File: src/logic/sram_cycle_pkg.sv
package sram_cycle_pkg;

  // ==========================================================
  // widths of the memory bus
  localparam int ADDR_W  = 21;
  localparam int DATA_W  = 40;
  localparam int BYTES   = 5;
  localparam int BURST_W = 2;

  // ==========================================================
  // write stream buffer toward the array
  localparam int FIFO_DEPTH = 4;
  // word layout: {address, byte mask, data}
  localparam int WDATA_LSB = 0;
  localparam int WMASK_LSB = DATA_W;
  localparam int WADDR_LSB = DATA_W + BYTES;
  localparam int WORD_W    = ADDR_W + BYTES + DATA_W;

  // ==========================================================
  // reset values
  localparam logic [ADDR_W-1:0]  ADDR_RST  = 21'h000000;
  localparam logic [DATA_W-1:0]  DATA_RST  = 40'h0000000000;
  localparam logic [BYTES-1:0]   MASK_RST  = 5'h1F;
  localparam logic [BURST_W-1:0] COUNT_RST = 2'h0;
  localparam logic [BURST_W-1:0] COUNT_ONE = 2'h1;

  // ==========================================================
  // cycle currently in progress
  typedef enum logic [2:0] {
    ST_DESELECT,
    ST_READ,
    ST_WRITE,
    ST_DUMMY_WRITE,
    ST_SLEEP,
    ST_SHUTDOWN
  } cycle_type;

endpackage

File: src/logic/sram_write_fifo.sv
`timescale 1ns/1ps
module sram_write_fifo #(
  parameter int WIDTH = 8,
  parameter int DEPTH = 4
) (
  input  wire logic             mclk,
  input  wire logic             sys_rst,
  input  wire logic             in_valid,
  output logic                  in_ready,
  input  wire logic [WIDTH-1:0] in_data,
  output logic                  out_valid,
  input  wire logic             out_ready,
  output logic      [WIDTH-1:0] out_data
);

  localparam int PTR_W = $clog2(DEPTH);
  localparam int CNT_W = $clog2(DEPTH + 1);
  localparam logic [CNT_W-1:0] FULL_CNT = CNT_W'(DEPTH);
  localparam logic [PTR_W-1:0] LAST_PTR = PTR_W'(DEPTH - 1);

  logic [WIDTH-1:0] mem_reg [DEPTH];
  logic [PTR_W-1:0] wr_ptr_reg;
  logic [PTR_W-1:0] rd_ptr_reg;
  logic [CNT_W-1:0] count_reg;
  wire              push;
  wire              pop;

  // ==========================================================
  // handshakes; full and empty come from the occupancy count
  assign in_ready  = (count_reg != FULL_CNT);
  assign out_valid = (count_reg != '0);
  assign push      = in_valid & in_ready;
  assign pop       = out_valid & out_ready;
  assign out_data  = mem_reg[rd_ptr_reg];

  function automatic logic [PTR_W-1:0] bump(input logic [PTR_W-1:0] p);
    bump = (p == LAST_PTR) ? '0 : p + 1'b1;
  endfunction

  // storage has no reset, only pointers and count do
  always_ff @(posedge mclk) begin
    if (push) begin
      mem_reg[wr_ptr_reg] <= in_data;
    end
  end

  // pointers and count
  always_ff @(posedge mclk) begin
    if (sys_rst) begin
      wr_ptr_reg <= '0;
      rd_ptr_reg <= '0;
      count_reg  <= '0;
    end else begin
      if (push) begin
        wr_ptr_reg <= bump(wr_ptr_reg);
      end
      if (pop) begin
        rd_ptr_reg <= bump(rd_ptr_reg);
      end
      if (push && !pop) begin
        count_reg <= count_reg + 1'b1;
      end else if (pop && !push) begin
        count_reg <= count_reg - 1'b1;
      end
    end
  end

endmodule

File: src/logic/sync_sram_cycle_decode.sv
`timescale 1ns/1ps
module sync_sram_cycle_decode
  import sram_cycle_pkg::*;
(
  input  wire logic              mclk,
  input  wire logic              sys_rst,
  input  wire logic              select_a_n,
  input  wire logic              select_b,
  input  wire logic              select_c_n,
  input  wire logic              clock_qualifier_n,
  input  wire logic              burst_step_or_load,
  input  wire logic              write_enable_n,
  input  wire logic [BYTES-1:0]  byte_write_mask_n,
  input  wire logic              output_enable_n,
  input  wire logic              sleep_request,
  input  wire logic              shutdown,
  input  wire logic              burst_order,
  input  wire logic [ADDR_W-1:0] address,
  input  wire logic [DATA_W-1:0] dq_in,
  output logic      [DATA_W-1:0] dq_out,
  output logic                   dq_oe,
  output logic                   device_ready,
  output logic                   sleep_active,
  output logic                   shutdown_active,
  output logic                   arr_rd_en,
  output logic      [ADDR_W-1:0] arr_rd_addr,
  input  wire logic [DATA_W-1:0] arr_rd_data,
  output logic                   arr_wr_valid,
  input  wire logic              arr_wr_ready,
  output logic      [ADDR_W-1:0] arr_wr_addr,
  output logic      [BYTES-1:0]  arr_wr_mask_n,
  output logic      [DATA_W-1:0] arr_wr_data
);

  // ==========================================================
  // state and registers
  cycle_type            state_reg;
  cycle_type            state_next;
  logic [ADDR_W-1:0]    base_reg;
  logic [BURST_W-1:0]   count_reg;
  logic                 order_reg;
  logic                 shut_meta_reg;
  logic                 shut_sync_reg;
  logic                 fetch_reg;
  logic                 fetch_hold_reg;
  logic [ADDR_W-1:0]    fetch_addr_reg;
  logic                 read_data_reg;
  logic [DATA_W-1:0]    dq_out_reg;
  logic                 wr_pend_reg;
  logic [ADDR_W-1:0]    wr_addr_reg;
  logic [BYTES-1:0]     wr_mask_reg;
  logic                 ready_reg;
  logic                 sleep_reg;
  logic                 shut_reg;

  // ==========================================================
  // burst address order
  // interleaved order is an xor of start and step, linear is a sum
  function automatic logic [BURST_W-1:0] burst_low(
    input logic [BURST_W-1:0] start,
    input logic [BURST_W-1:0] step,
    input logic               interleave
  );
    burst_low = interleave ? (start ^ step) : BURST_W'(start + step);
  endfunction

  // ==========================================================
  // decode of the pins sampled at this edge
  wire sel_all;
  wire stall;
  wire load;
  wire all_masked;
  wire busy_mode;
  wire start_ok;
  wire start_read;
  wire start_write;
  wire cont_cycle;

  // one inactive select is enough to deselect the group
  assign sel_all     = ~select_a_n & select_b & ~select_c_n;
  assign stall       = clock_qualifier_n;
  assign load        = ~burst_step_or_load;
  assign all_masked  = &byte_write_mask_n;
  assign busy_mode   = (state_reg == ST_SLEEP) | (state_reg == ST_SHUTDOWN);
  // sleep and shutdown must be low for any start
  assign start_ok    = ~stall & sel_all & load & ~sleep_request & ~shut_sync_reg;
  assign start_read  = start_ok & write_enable_n;
  assign start_write = start_ok & ~write_enable_n;
  assign cont_cycle  = ~stall & ~load & ~busy_mode;

  // ==========================================================
  // burst counter and address of this cycle
  wire [BURST_W-1:0] count_next;
  wire [ADDR_W-1:0]  base_next;
  wire [BURST_W-1:0] low_bits;
  wire [ADDR_W-1:0]  cycle_addr;
  wire               count_step;

  // step on every unstalled edge with step high
  // sleep and shutdown ignore the step pin, so the counter rests there
  assign count_step = cont_cycle;
  assign count_next = load ? COUNT_RST : BURST_W'(count_reg + COUNT_ONE);
  assign base_next  = load ? address : base_reg;
  // low two bits wrap inside the four-word block
  assign low_bits   = burst_low(base_next[BURST_W-1:0], count_next, order_reg);
  assign cycle_addr = {base_next[ADDR_W-1:BURST_W], low_bits};

  // ==========================================================
  // cycle type selection
  // shutdown outranks sleep, and sleep outranks the bus pins except the selects, of which at least one must be inactive
  always_comb begin
    state_next = state_reg;
    if (shut_sync_reg) begin
      state_next = ST_SHUTDOWN;
    end else begin
      case (state_reg)
        ST_SHUTDOWN: begin
          // contents are gone; only a reset leaves this mode
          state_next = ST_SHUTDOWN;
        end
        ST_SLEEP: begin
          // every other input and the clock qualifier are ignored
          if (!sleep_request) begin
            state_next = ST_DESELECT;
          end
        end
        ST_DESELECT,
        ST_READ,
        ST_WRITE,
        ST_DUMMY_WRITE: begin
          if (sleep_request && !sel_all) begin
            state_next = ST_SLEEP;
          end else if (stall) begin
            state_next = state_reg;
          end else if (load) begin
            if (start_read) begin
              state_next = ST_READ;
            end else if (start_write) begin
              state_next = all_masked ? ST_DUMMY_WRITE : ST_WRITE;
            end else begin
              state_next = ST_DESELECT;
            end
          end else begin
            case (state_reg)
              ST_READ: begin
                state_next = ST_READ;
              end
              ST_WRITE,
              ST_DUMMY_WRITE: begin
                // masks qualify each burst beat on its own
                state_next = all_masked ? ST_DUMMY_WRITE : ST_WRITE;
              end
              default: begin
                state_next = ST_DESELECT;
              end
            endcase
          end
        end
        default: begin
          state_next = ST_DESELECT;
        end
      endcase
    end
  end

  // ==========================================================
  // pending operations launched at this edge
  wire launch_read;
  wire launch_write;
  wire capture_ok;
  wire push_valid;
  wire push_ready;
  wire [WORD_W-1:0] push_word;
  wire [WORD_W-1:0] pop_word;

  assign launch_read  = ~stall & (state_next == ST_READ) & ~busy_mode;
  assign launch_write = ~stall & (state_next == ST_WRITE) & ~busy_mode;
  // write data arrive on the data lines one edge after the command
  assign capture_ok   = ~stall & ~shut_sync_reg;
  assign push_valid   = wr_pend_reg & capture_ok;
  assign push_word    = {wr_addr_reg, wr_mask_reg, dq_in};

  // ==========================================================
  // state, counter and burst order strap
  always_ff @(posedge mclk) begin
    if (sys_rst) begin
      state_reg <= ST_DESELECT;
      base_reg  <= ADDR_RST;
      count_reg <= COUNT_RST;
      order_reg <= burst_order;
    end else begin
      state_reg <= state_next;
      if (!stall && !busy_mode && (start_read || start_write)) begin
        base_reg  <= address;
        count_reg <= COUNT_RST;
      end else if (count_step) begin
        count_reg <= count_next;
      end
    end
  end

  // shutdown pin is asynchronous; two flops before the state logic
  // the pin also cuts the drivers directly, further down
  always_ff @(posedge mclk) begin
    if (sys_rst) begin
      shut_meta_reg <= 1'b0;
      shut_sync_reg <= 1'b0;
    end else begin
      shut_meta_reg <= shutdown;
      shut_sync_reg <= shut_meta_reg;
    end
  end

  // ==========================================================
  // read path: address out now, data back one edge later
  // a read issued just before a stall is still owed to the data lines;
  // the array holds its answer until the next read, so it is taken late
  wire fetch_owed;
  wire read_stays;

  assign fetch_owed = fetch_reg | fetch_hold_reg;
  assign read_stays = fetch_owed & (state_next == ST_READ);

  always_ff @(posedge mclk) begin
    if (sys_rst || shut_sync_reg) begin
      fetch_reg      <= 1'b0;
      fetch_hold_reg <= 1'b0;
      fetch_addr_reg <= ADDR_RST;
      read_data_reg  <= 1'b0;
      dq_out_reg     <= DATA_RST;
    end else if (!stall || busy_mode) begin
      // outside sleep and shutdown, a stalled edge leaves the data and drive state as they were
      fetch_reg      <= launch_read;
      fetch_hold_reg <= 1'b0;
      read_data_reg  <= read_stays;
      if (launch_read) begin
        fetch_addr_reg <= cycle_addr;
      end
      if (fetch_owed) begin
        dq_out_reg <= arr_rd_data;
      end
    end else begin
      // no new array read while stalled, but the owed one is remembered
      fetch_reg      <= 1'b0;
      fetch_hold_reg <= fetch_owed;
    end
  end

  // ==========================================================
  // write path: address and masks now, data at the next edge
  // a stalled edge keeps the pending beat for the next live edge
  always_ff @(posedge mclk) begin
    if (sys_rst || shut_sync_reg) begin
      wr_pend_reg <= 1'b0;
      wr_addr_reg <= ADDR_RST;
      wr_mask_reg <= MASK_RST;
    end else if (!stall) begin
      wr_pend_reg <= launch_write;
      if (launch_write) begin
        wr_addr_reg <= cycle_addr;
        wr_mask_reg <= byte_write_mask_n;
      end
    end
  end

  // the buffer absorbs array back-pressure; ready warns the controller
  // a beat offered while the buffer is full is lost, not held
  sram_write_fifo #(
    .WIDTH (WORD_W),
    .DEPTH (FIFO_DEPTH)
  ) u_write_fifo (
    .mclk      (mclk),
    .sys_rst   (sys_rst),
    .in_valid  (push_valid),
    .in_ready  (push_ready),
    .in_data   (push_word),
    .out_valid (arr_wr_valid),
    .out_ready (arr_wr_ready),
    .out_data  (pop_word)
  );

  // ==========================================================
  // status flops
  // ready follows the count before this edge's push, so it trails by one
  always_ff @(posedge mclk) begin
    if (sys_rst) begin
      ready_reg <= 1'b0;
      sleep_reg <= 1'b0;
      shut_reg  <= 1'b0;
    end else begin
      ready_reg <= push_ready & ~shut_sync_reg;
      sleep_reg <= (state_next == ST_SLEEP);
      shut_reg  <= (state_next == ST_SHUTDOWN);
    end
  end

  // ==========================================================
  // data-line drive
  // the enable pin is not sampled so it reaches the drivers at once;
  // this is the one output with a path straight from the pins, a deliberate trade
  wire write_cycle;
  wire read_cycle;

  assign write_cycle = (state_reg == ST_WRITE) | (state_reg == ST_DUMMY_WRITE);
  assign read_cycle  = (state_reg == ST_READ) & read_data_reg;
  assign dq_oe       = read_cycle
                     & ~write_cycle
                     & ~output_enable_n
                     & ~shutdown;

  // ==========================================================
  // outputs
  assign dq_out          = dq_out_reg;
  assign device_ready    = ready_reg;
  assign sleep_active    = sleep_reg;
  assign shutdown_active = shut_reg;
  assign arr_rd_en       = fetch_reg;
  assign arr_rd_addr     = fetch_addr_reg;

  // write side shows the head word of the buffer
  assign arr_wr_addr     = pop_word[WADDR_LSB +: ADDR_W];
  assign arr_wr_mask_n   = pop_word[WMASK_LSB +: BYTES];
  assign arr_wr_data     = pop_word[WDATA_LSB +: DATA_W];

endmodule

File: config.mk
export PLATFORM = sky130hd
export DESIGN_NAME = sync_sram_cycle_decode
export DESIGN_NICKNAME = d
export VERILOG_FILES = /design/src/logic/sram_cycle_pkg.sv /design/src/logic/sram_write_fifo.sv /design/src/logic/sync_sram_cycle_decode.sv
export SDC_FILE = /design/constraint.sdc
export NUM_CORES = 1
export LEC_CHECK = 0
export BUFFER_PORTS_ARGS = -buffer_cell sky130_fd_sc_hd__buf_4
export CAP_MARGIN = 15
export CORE_MARGIN = 10
export CORE_UTILIZATION = 25
export CTS_CLUSTER_DIAMETER = 30
export CTS_CLUSTER_SIZE = 30
export DETAILED_ROUTE_END_ITERATION = 16
export GPL_ROUTABILITY_DRIVEN = 0
export MAX_ROUTING_LAYER = met4
export PLACE_DENSITY = 0.47
export SYNTH_ARGS = -nofsm -noshare
export SYNTH_HDL_FRONTEND = slang
export SYNTH_SLANG_ARGS = --single-unit
export TNS_END_PERCENT = 1
File: constraint.sdc
create_clock -name mclk -period 5.2 [get_ports mclk]
set_input_delay 0.78 -clock mclk [delete_from_list [all_inputs] [get_ports mclk]]
set_output_delay 0.78 -clock mclk [all_outputs]
set_load 0.02 [all_outputs]
Word level (Yosys, flattened, before mapping)
Memories as Yosys holds them, arrays and structs flattened. A register that Yosys moved wholly into a read port is not among the register bits.
Cells that the tools add are included.
Widths: inputs -> output; s select.
{"block": "word_totals", "in_bits": 119, "out_inout_bits": 133, "wordCells": 125, "register_bits": 130, "ramBits": 264, "mem_count": 1}
{"name": "u_write_fifo.mem_reg", "words": 4, "word_bits": 66, "read_ports": 1, "rd_ports_with_merged_regs": 1, "write_ports": 1, "line_no": "sram_write_fifo.sv:21", "rtl": "logic [WIDTH-1:0] mem_reg [DEPTH];"}
{"block": "op_classes", "bitwise_logic": 40, "reduce_logical": 25, "n_eq_ne": 12, "mux": 21, "addsub": 6}
{"op": "$and 1x1->1", "n": 24}
{"op": "$mux 21", "n": 1}
{"op": "$mux 3", "n": 7}
{"op": "$mux 2", "n": 8}
{"op": "$eq 3x3->1 const B", "n": 4}
{"op": "$not 1->1", "n": 12}
{"op": "$eq 3x2->1 const B", "n": 3}
{"op": "$pmux 3 s3", "n": 1}
{"op": "$reduce_or 2->1", "n": 4}
{"op": "$add 2x1->2 const B", "n": 3}
{"op": "$eq 3x1->1 const B", "n": 2}
{"op": "$reduce_and 2->1", "n": 3}
{"op": "$logic_and 1x1->1", "n": 5}
{"op": "$logic_not 1->1", "n": 5}
{"op": "$reduce_and 5->1", "n": 1}
{"op": "$eq 2x2->1 const B", "n": 2}
{"op": "$pmux 2 s2", "n": 1}
{"op": "$reduce_or 4->1", "n": 1}
{"op": "$add 3x1->3 const B", "n": 1}
{"op": "$logic_not 3->1", "n": 1}
{"op": "$logic_or 1x1->1", "n": 3}
{"op": "$mux 1", "n": 3}
{"op": "$ne 3x3->1 const B", "n": 1}
{"op": "$or 1x1->1", "n": 3}
{"op": "5 further kinds", "n": 5}

Longest topological paths before layout
Gate-level depths: netlist of the first run.
{"block": "depth", "depth_word": 19, "mapped_depth": 10}

Hierarchy
A second synthesis of the first run with hierarchy kept.
{"block": "hier_totals", "hier_cells": 926, "area_unflattened_um2": 14870.5}
{"module": "sram_write_fifo", "n_inst": 1, "area_per_inst_um2": 9999.6, "cells_per_inst": 392}
{"module": "sync_sram_cycle_decode", "n_inst": 1, "area_per_inst_um2": 4870.9, "cells_per_inst": 534}

Least setup slack after synthesis of the first run
No wires, ideal clock.
{"block": "synth_path", "path_kind": "input to register", "startpoint": "input port clock_qualifier_n", "endpoint": "memory u_write_fifo.mem_reg[0][0] (netlist name) (enable)", "t_arrival_ns": 3.122, "stages": 5, "path_slack_ns": 1.646, "cell_sequence": "clkbuf_1 > nor2_1 > nand2_1 > a21oi_1 > and2_1"}
{"block": "synth_via", "elab_chain_len": 6}
{"element": "from (decl)", "line_no": "sync_sram_cycle_decode.sv:10", "rtl": "input wire logic clock_qualifier_n,"}
{"element": "$not 1->1 (no source line)"}
{"element": "$and 1x1->1", "line_no": "sync_sram_cycle_decode.sv:179", "rtl": "assign capture_ok = ~stall & ~shut_sync_reg;"}
{"element": "$and 1x1->1", "line_no": "sync_sram_cycle_decode.sv:180", "rtl": "assign push_valid = wr_pend_reg & capture_ok;"}
{"element": "$and 1x1->1", "line_no": "sram_write_fifo.sv:32", "rtl": "assign push = in_valid & in_ready;"}
{"element": "net u_write_fifo.push", "line_no": "sram_write_fifo.sv:25", "rtl": "wire push;"}
{"element": "$mux 1", "line_no": "sram_write_fifo.sv:42", "rtl": "if (push) begin"}
{"element": "$mux 1 (implied by the code)", "line_no": "sram_write_fifo.sv:43", "rtl": "mem_reg[wr_ptr_reg] <= in_data;"}
{"element": "to (decl)", "line_no": "sram_write_fifo.sv:21"}
The timed path passes the listed nets, and every way through them passes these cells.

==> reports/qor.csv, run 1 <==
metric,value,unit
status,completed,
Detailed Place HPWL,24600,um
synthesized cell area,0.0148,mm^2
Via density,4.17,
Critical Path Max Stage Delay,0.97,ns
post-synth cell types,46,
synth warn,0,
Final min period,3.58,ns
"Net Count, Synth",1053,
mux contribution to synthesized area,16.4,%
Hold Path Class,in -> reg,
via count,8803,
Avg Synthesized Cell Area,16.0,um^2
Synth Area in Adders,0.725,%
critical path type,reg -> out,
Post-CTS Setup Inserts,0,
Setup TNS,0,ns
critical-path cell list,buf_4 > mux4_2 > buf_4,
Post-synth EDFFs,265,
"CTS clk-pin slew, worst paths",0.04,ns
Crit. End Element,output port,
antenna violations before repair,1,
row count,89,
GRT overflow,0,
Sink Count,396,
clock skew,0.0169,ns
cts bufs inserted,104,
# hold bufs at CTS,0,
vias in the first global route,9633,
Clock Path Buffers,3,
Achievable Freq,0.279,GHz
"CP delay by family, top",flip-flops,
"most used cell, CP",buf_4,
Slew headroom,26.8,%
final slew viol count,0,
synth-to-layout area growth,44.1,%
Most used DFF post-synth,edfxtp_1,
Post-Synth Simple-Gate Area,6.67,%
Core Region,0.0589,mm^2
Post-Synth XOR/XNOR Area,0.337,%
Root Buffer,clkbuf_16,
Leak,7.92,nW
die height,264,um
max reg flops,264,
worst-skew pair later-pin latency,0.63,ns
ys async rst share,0,%
Startpoint Class,register,
Total Routing Usage GR,11.3,%
sequential share of the synthesized area,71.3,%
CP Max Fanout,44,
Die X,264,um
IO buf count,251,
Crit-path slowest cell,dfxtp_4,
Max IR drop VDD,277,uV
DRC Markers,0,
# IOs,252,
Routed Antenna Nets,0,
initial drt markers,484,
"most common cell after layout, fill and taps aside",edfxtp_1,
final instance area,0.0214,mm^2
DP Area,0.0176,mm^2
most frequent cells in the layout,"265 x edfxtp_1, 264 x buf_4, 152 x nand2_1",
H-tree levels,3,
Compound-Gate Fraction of Synth Area,2.72,%
Post-CTS Resized,0,
first-pass GRT wire length,58900,um
drt total wl,38400,um
die area,0.0695,mm^2
Tcrit/Tclk final,68.9,%
Critical Path RT,4.42,ns
RSZ-0062 raised after global routing,false,
Worst-Margin Slew,1.10,ns
Crit path buffers/inverters,2,
Final Hold Viols,0,
TritonRoute pass-1 iters,5,
"flops & latches, synth",396,
combinational family with the most area after synthesis,multiplexers,
Gate Count Post-Synth,926,
CTS tree,done,
Nets,1374,
layout cell share with drive strength beyond 1,40.1,%
PwrDens,548,mW/mm^2
final setup vio count,0,
Wirelength per Cell,18.2,um
maxcap violations,0,
largest net degree at the start of global routing,57,
Worst Path Arrival,2.80,ns
Starting Density,25.2,%
per-layer routing:
layer	up-vias	GRT usage (%)	part of all wire [%]
met4	0	4.21	2.2
li1	4162	-	-
met3	57	4.44	6.9
met5	-	-	0
met2	244	17.0	47
met1	4340	13.3	44
where the power goes:
part | leakage, nW | internal, mW | switching, mW
sequential | 3.35 | 3.39 | 0.143
combinational | 2.75 | 0.726 | 0.701
clock | 1.82 | 4.79 | 1.96
metrics by stage:
stage / setup slack, ns / hold slack, ns / util (%) / power, mW / std cells
2_1_floorplan: 1.65 / 0.414 / - / 4.40 / 926
3_3_place_gp: 1.90 / 0.437 / 29.8 / 5.06 / 1913
3_5_place_dp: 1.87 / 0.432 / 29.8 / 5.07 / 1913
4_1_cts: 1.41 / 0.292 / 36.2 / 11.9 / 2110
5_1_grt: 1.32 / 0.301 / 36.3 / 12.2 / 2112
6_report: 1.62 / 0.348 / 36.3 / 11.7 / 2112
worst paths after layout:
path | from | end | slack [ns] | cells past startpoint
max | register | arr_wr_mask_n[0] | 1.62 | 3
min | burst_order | order_reg | 0.35 | 1
max reg2reg | shut_sync_reg | u_write_fifo.mem_reg[2][17] | 2.53 | 5
min reg2reg | shut_meta_reg | shut_sync_reg | 0.43 | 1
cell usage after synthesis, types with 3 or more instances:
master / n / area share (%)
inv_1: 5 / 0.13
nor2_1: 51 / 1.3
mux2i_1: 72 / 4.9
nor3_1: 4 / 0.13
a21oi_1: 52 / 1.8
edfxtp_1: 265 / 54
nor2b_1: 7 / 0.30
mux4_2: 66 / 10
nand2b_1: 3 / 0.13
buf_12: 3 / 0.40
nand2_1: 152 / 3.8
buf_1: 9 / 0.23
ha_1: 7 / 0.59
and2_1: 5 / 0.21
buf_2: 3 / 0.10
dfxtp_1: 131 / 18
clkbuf_1: 33 / 0.84
mux2_2: 20 / 1.5
o21ai_0: 5 / 0.17
final cells by class:
type / count / area [um^2]
fill: 5619 / 37500
sequential: 396 / 10600
multi-input combinational: 475 / 4020
clock buffer: 127 / 2750
timing repair buffer: 265 / 2000
clock inverter: 70 / 1020
tap: 773 / 967
inverter: 5 / 18.8
antenna: 1 / 2.50
kinds of logic after synthesis:
family	after synthesis
XOR/XNOR	4
multiplexers	158
AND/OR/NAND/NOR	237
AO/OA/AOI/OAI	68
flip-flops	396
adder cells (fa/ha/maj)	8
buffers and inverters	55
No activity file was read; power rests on OpenSTA's default activity.
==> run 2, diff against run 1 <==
--- a/config.mk
+++ b/config.mk
@@ -5,6 +5,7 @@
 export SDC_FILE = /design/constraint.sdc
 export NUM_CORES = 1
 export LEC_CHECK = 0
+export ABC_AREA = 1
 export BUFFER_PORTS_ARGS = -buffer_cell sky130_fd_sc_hd__buf_4
 export CAP_MARGIN = 15
 export CORE_MARGIN = 10
==> constraint.sdc (replaced) <==
create_clock -name mclk -period 3.6 [get_ports mclk]
set_input_delay 0.54 -clock mclk [delete_from_list [all_inputs] [get_ports mclk]]
set_output_delay 0.54 -clock mclk [all_outputs]
set_load 0.02 [all_outputs]
==> run 2 against run 1 <==
Against the previous run: global-route usage rose by 1.6 points; critical path type unchanged; sequential share of layout area shrank 0.69 points; synthesized cell count is 54% higher; utilization shrank 0.45 points.
==> reports/qor.csv, run 2 <==
metric,value,unit
status,completed,
antenna violations before repair,1,
Synth area leader,edfxtp_1,
Die X,267,um
synthesized cell area,0.0153,mm^2
Sink Count,396,
row count,90,
Routed Antenna Nets,0,
via count,11300,
Setup TNS,0,ns
Gate Count Post-Synth,1429,
Root Buffer,clkbuf_16,
final setup vio count,0,
Total Routing Usage GR,12.9,%
CP Max Fanout,68,
cts bufs inserted,97,
list of most frequent post-synthesis cells,"323 x nor2_1, 265 x edfxtp_1, 202 x o21ai_0",
critical path type,reg -> out,
drt total wl,45200,um
clock skew,0.0394,ns
Critical Path RT,3.06,ns
first-pass GRT wire length,69100,um
ys async rst share,0,%
die area,0.0715,mm^2
H-tree levels,3,
"flops & latches, synth",396,
Wirelength per Cell,17.5,um
largest cells by area after synthesis,"edfxtp_1 52%, dfxtp_1 17%, nor2_1 7.9%",
post-synth cell types,31,
worst-skew pair later-pin latency,0.64,ns
Startpoint Class,register,
Post-Layout Cell Count,2581,
Crit. End Element,output port,
Post-CTS Resized,0,
Nets,1843,
GRT overflow,0,
Clock Path Buffers,3,
# IOs,252,
# hold bufs at CTS,0,
layout cell share with drive strength beyond 1,25.3,%
dpl cells,2399,
largest net degree at the start of global routing,133,
IO buf count,251,
Final min period,3.07,ns
PwrDens,796,mW/mm^2
total power,17.2,mW
initial drt markers,744,
max reg flops,264,
pre-CTS setup slack,0.792,ns
RSZ-0062 raised after global routing,false,
Starting Density,25.3,%
Final Hold Viols,0,
DRC Markers,0,
Core Region,0.0605,mm^2
Slew headroom,42.6,%
Worst-Margin Slew,0.860,ns
Most used DFF post-synth,edfxtp_1,
die height,267,um
CTS tree,done,
share of the synthesized area in the top cell type,52.0,%
Detailed Place HPWL,28300,um
Setup WS post-layout,0.527,ns
Max IR drop VDD,461,uV
Via density,4.36,
final slew viol count,0,
Achievable Freq,0.325,GHz
sequential share of the synthesized area,69.2,%
most frequent cells in the layout,"318 x nor2_1, 267 x buf_4, 265 x edfxtp_1",
TritonRoute pass-1 iters,5,
vias in the first global route,11600,
maxcap violations,0,
Tcrit/Tclk final,85.4,%
final instance area,0.0217,mm^2
most common cell in the netlist,nor2_1,
Hold Path Class,in -> reg,
Post-CTS Setup Inserts,0,
Leak,8.58,nW
"most common cell after layout, fill and taps aside",nor2_1,
Worst Path Arrival,2.53,ns
DP Area,0.0181,mm^2
synth warn,0,
Avg Synthesized Cell Area,10.7,um^2
synth-to-layout area growth,41.7,%
"CTS clk-pin slew, worst paths",0.05,ns
Post-synth EDFFs,265,
"Net Count, Synth",1556,
FILL cells,5929,
## run 2: worst max-delay path, cell delays in order, from the launching register on
cell and delay [ns]:
dfxtp_4 0.35, inv_4 0.51, buf_4 0.44, o21ai_0 0.13, o22ai_1 0.24, buf_4 0.21
## run 2: cells by family (layout without fill, tap and decap cells)
logic type      Yosys count  after routing  share of synthesized area, %
compound gates          284            284                          9.96
xor+xnor                  3              3                         0.172
fa+ha+maj                 8              8                         0.704
buf+inv                 201            570                          5.12
flops                   396            396                          69.2
mux                      18             18                          1.18
other cells               0              1                             0
simple gates            519            519                          13.7
## run 2: metrics by stage
step / utilization, % / hold slack, ns
finish: 35.8 / 0.108
global route: 35.8 / 0.0625
CTS: 35.8 / 0.0587
detailed placement: 29.9 / 0.394
global placement: 29.9 / 0.393
floorplan: - / 0.388
## run 2: cell type report
class | count | area [um^2] | area share [%]
diodes | 1 | 2.50 | 0.0115
clock buffers | 110 | 2540 | 11.7
clock inverters | 71 | 1040 | 4.82
inverters | 117 | 442 | 2.04
multi-input cells | 832 | 3980 | 18.3
flip-flops and latches | 396 | 10600 | 48.9
well taps | 782 | 978 | 4.52
repair buffers | 272 | 2100 | 9.71
## run 2: per-layer routing
layer | vias to the layer above | share of wire, % | track usage (%)
li1 | 5510 | - | -
met1 | 5333 | 44 | 15.6
met2 | 354 | 45 | 19.5
met3 | 65 | 8.9 | 5.12
met4 | 0 | 1.7 | 3.96
met5 | - | 0 | -
## run 2: final timing paths
path | end | cells after the start | start | slack, ns
hold / removal | u_write_fifo.mem_reg[3][32] | 1 | dq_in[32] | 0.11
hold reg to reg | shut_sync_reg | 2 | shut_meta_reg | 0.40
setup reg to reg | count_reg[1] | 7 | state_reg[1] | 1.27
setup / recovery | arr_wr_data[21] | 5 | register | 0.53
## run 2: power breakdown
group          switching [mW]  total (mW)  internal [mW]  leakage (nW)
clock network            2.74        9.36           6.62          1.73
logic                    1.92        2.92           1.00          3.39
registers              0.0496        4.97           4.92          3.46
==> run 3, diff against run 2 <==
--- a/config.mk
+++ b/config.mk
@@ -8,14 +8,15 @@
 export ABC_AREA = 1
 export BUFFER_PORTS_ARGS = -buffer_cell sky130_fd_sc_hd__buf_4
 export CAP_MARGIN = 15
-export CORE_MARGIN = 10
+export CORE_MARGIN = 5
 export CORE_UTILIZATION = 25
 export CTS_CLUSTER_DIAMETER = 30
 export CTS_CLUSTER_SIZE = 30
 export DETAILED_ROUTE_END_ITERATION = 16
 export GPL_ROUTABILITY_DRIVEN = 0
 export MAX_ROUTING_LAYER = met4
-export PLACE_DENSITY = 0.47
+export PLACE_DENSITY = 0.48
+export RECOVER_POWER = 100
 export SYNTH_ARGS = -nofsm -noshare
 export SYNTH_HDL_FRONTEND = slang
 export SYNTH_SLANG_ARGS = --single-unit
==> constraint.sdc (replaced) <==
create_clock -name mclk -period 2.7 [get_ports mclk]
set_input_delay 0.405 -clock mclk [delete_from_list [all_inputs] [get_ports mclk]]
set_output_delay 0.405 -clock mclk [all_outputs]
set_load 0.02 [all_outputs]
==> run 3 against run 2 <==
Against the previous run: sequential power is 34% higher; utilization is 0.42 points higher; critical path type unchanged; sequential share of layout area is 0.57 points lower.
==> reports/qor.csv, run 3 (same netlist as run 2, synthesis figures left out) <==
metric,value,unit
Root Buffer,clkbuf_16,
Via density,4.33,
RSZ-0062 raised after global routing,false,
Achievable Freq,0.392,GHz
Post-CTS Setup Inserts,0,
layout cell share with drive strength beyond 1,17.3,%
cts bufs inserted,102,
FILL cells,5976,
vias in the first global route,11900,
final setup vio count,0,
Startpoint Class,register,
Sink Count,396,
max reg flops,264,
TritonRoute pass-1 iters,5,
diode count,0,
Core Region,0.0605,mm^2
critical path type,reg -> out,
IO buf count,251,
Worst Reg-to-Reg Cells,6,
Crit. End Element,output port,
GRT overflow,0,
initial drt markers,760,
DRC Markers,0,
"most common cell after layout, fill and taps aside",nor2_1,
CTS tree,done,
first-pass GRT wire length,68300,um
Nets,1944,
via count,11600,
final slew viol count,0,
Starting Density,25.3,%
FF-to-FF End,u_write_fifo.mem_reg[1][32],
PwrDens,1030,mW/mm^2
clock skew,0.0231,ns
"CTS clk-pin slew, worst paths",0.05,ns
Clock Path Buffers,3,
Die X,257,um
Worst-Margin Slew,1.18,ns
maxcap violations,0,
min-delay src,byte_write_mask_n[0],
synth-to-layout area growth,43.4,%
Hold Path Class,in -> reg,
Critical Path RT,2.30,ns
Worst Path Arrival,2.14,ns
Wirelength per Cell,16.3,um
"Endpoint, Worst Hold",wr_mask_reg[0],
reg2reg start,shut_sync_reg,
status,completed,
Hold Crit Depth,3,
total power,22.5,mW
Total Routing Usage GR,13.3,%
row count,90,
# IOs,252,
H-tree levels,3,
Reg2Reg Setup Slack,0.29,ns
CP Max Fanout,27,
antenna violations before repair,0,
Slew headroom,21.2,%
worst-skew pair later-pin latency,0.63,ns
final instance area,0.0219,mm^2
largest net degree at the start of global routing,85,
Max IR drop VDD,495,uV
die area,0.0662,mm^2
Tcrit/Tclk final,94.4,%
DP Area,0.0182,mm^2
Routed Antenna Nets,0,
Final Hold Viols,0,
most frequent cells in the layout,"323 x nor2_1, 265 x edfxtp_1, 202 x o21ai_0",
Final min period,2.55,ns
die height,257,um
Leak,8.41,nW
drt total wl,43700,um
Detailed Place HPWL,26200,um
run 3: changes by cell type in the layout (fill, tap and decap cells not counted), moves of 3 or more:
| cell | before | now |
|---|---|---|
| buf_4 | 267 | 99 |
| bufinv_16 | 22 | 12 |
| clkbuf_1 | 7 | 148 |
| clkbuf_16 | 97 | 102 |
| clkbuf_2 | 0 | 36 |
| clkbuf_4 | 0 | 4 |
| clkinv_1 | 11 | 5 |
| clkinv_4 | 4 | 7 |
| clkinvlp_4 | 8 | 11 |
| dlygate4sd3_1 | 0 | 87 |
| inv_6 | 1 | 11 |
| nor2_1 | 318 | 323 |
| nor2_4 | 7 | 3 |
run 3: per-layer routing:
layer | share of wire (%) | wire length [um] | track usage (%) | vias to the layer above
met5 | 0 | 0 | - | -
met4 | 2.2 | 949 | 4.51 | 0
met3 | 7.0 | 3080 | 4.15 | 73
met2 | 45 | 19900 | 20.3 | 357
met1 | 45 | 19800 | 16.8 | 5473
li1 | - | - | - | 5713
run 3: timing repair:
action / in CTS / in global routing
hold buffers: 87 / 0
hold endpoints to repair: 207 / 0
endpoints found under the setup margin: 3 / 1
resized for setup: 2 / 1
run 3: worst max-delay path, cell delays in order (launching register included):
cell     delay (ns)
dfxtp_2        0.44
buf_12         0.22
buf_12         0.20
o21ai_0        0.11
o22ai_1        0.28
buf_2          0.23
run 3: how the worst max path moves through the flow:
stage | to | cells after the start | start
final | arr_wr_data[16] | 5 | register
after global routing | arr_wr_data[21] | 5 | register
after CTS | arr_wr_mask_n[1] | 5 | register
after detailed placement | wr_addr_reg[0] | 10 | select_a_n
after global placement | wr_addr_reg[0] | 10 | select_a_n
after floorplan | u_write_fifo.mem_reg[0][0] | 5 | clock_qualifier_n
run 3: area by class of cell:
cell class	instances	area, um^2	share of cell area [%]
repair buffers	368	2490	11.3
inverters	117	444	2.03
multi-input cells	832	3930	17.9
flip-flops and latches	396	10600	48.3
well taps	782	978	4.46
clock buffers	121	2660	12.2
clock inverters	69	832	3.80
run 3: through the flow:
stage / hold slack (ns) / utilization (%) / instances / worst slack [ns] / setup TNS [ns]
3_3_place_gp: 0.390 / 30.1 / 2408 / 0.444 / 0
6_report: 0.0464 / 36.3 / 2685 / 0.151 / 0
4_1_cts: 0.00138 / 37.4 / 2685 / 0.0701 / 0
2_1_floorplan: 0.388 / - / 1429 / -0.304 / -80.24
5_1_grt: 0.0266 / 36.3 / 2685 / 0.00927 / 0
3_5_place_dp: 0.399 / 30.1 / 2408 / 0.390 / 0
run 3: where the power goes:
| group | internal, mW | leakage (nW) | total (mW) | switching [mW] |
|---|---|---|---|---|
| logic | 1.22 | 3.26 | 3.74 | 2.52 |
| clock network | 8.23 | 1.69 | 12.1 | 3.84 |
| registers | 6.55 | 3.46 | 6.65 | 0.100 |
| total | 16.0 | 8.41 | 22.5 | 6.47 |
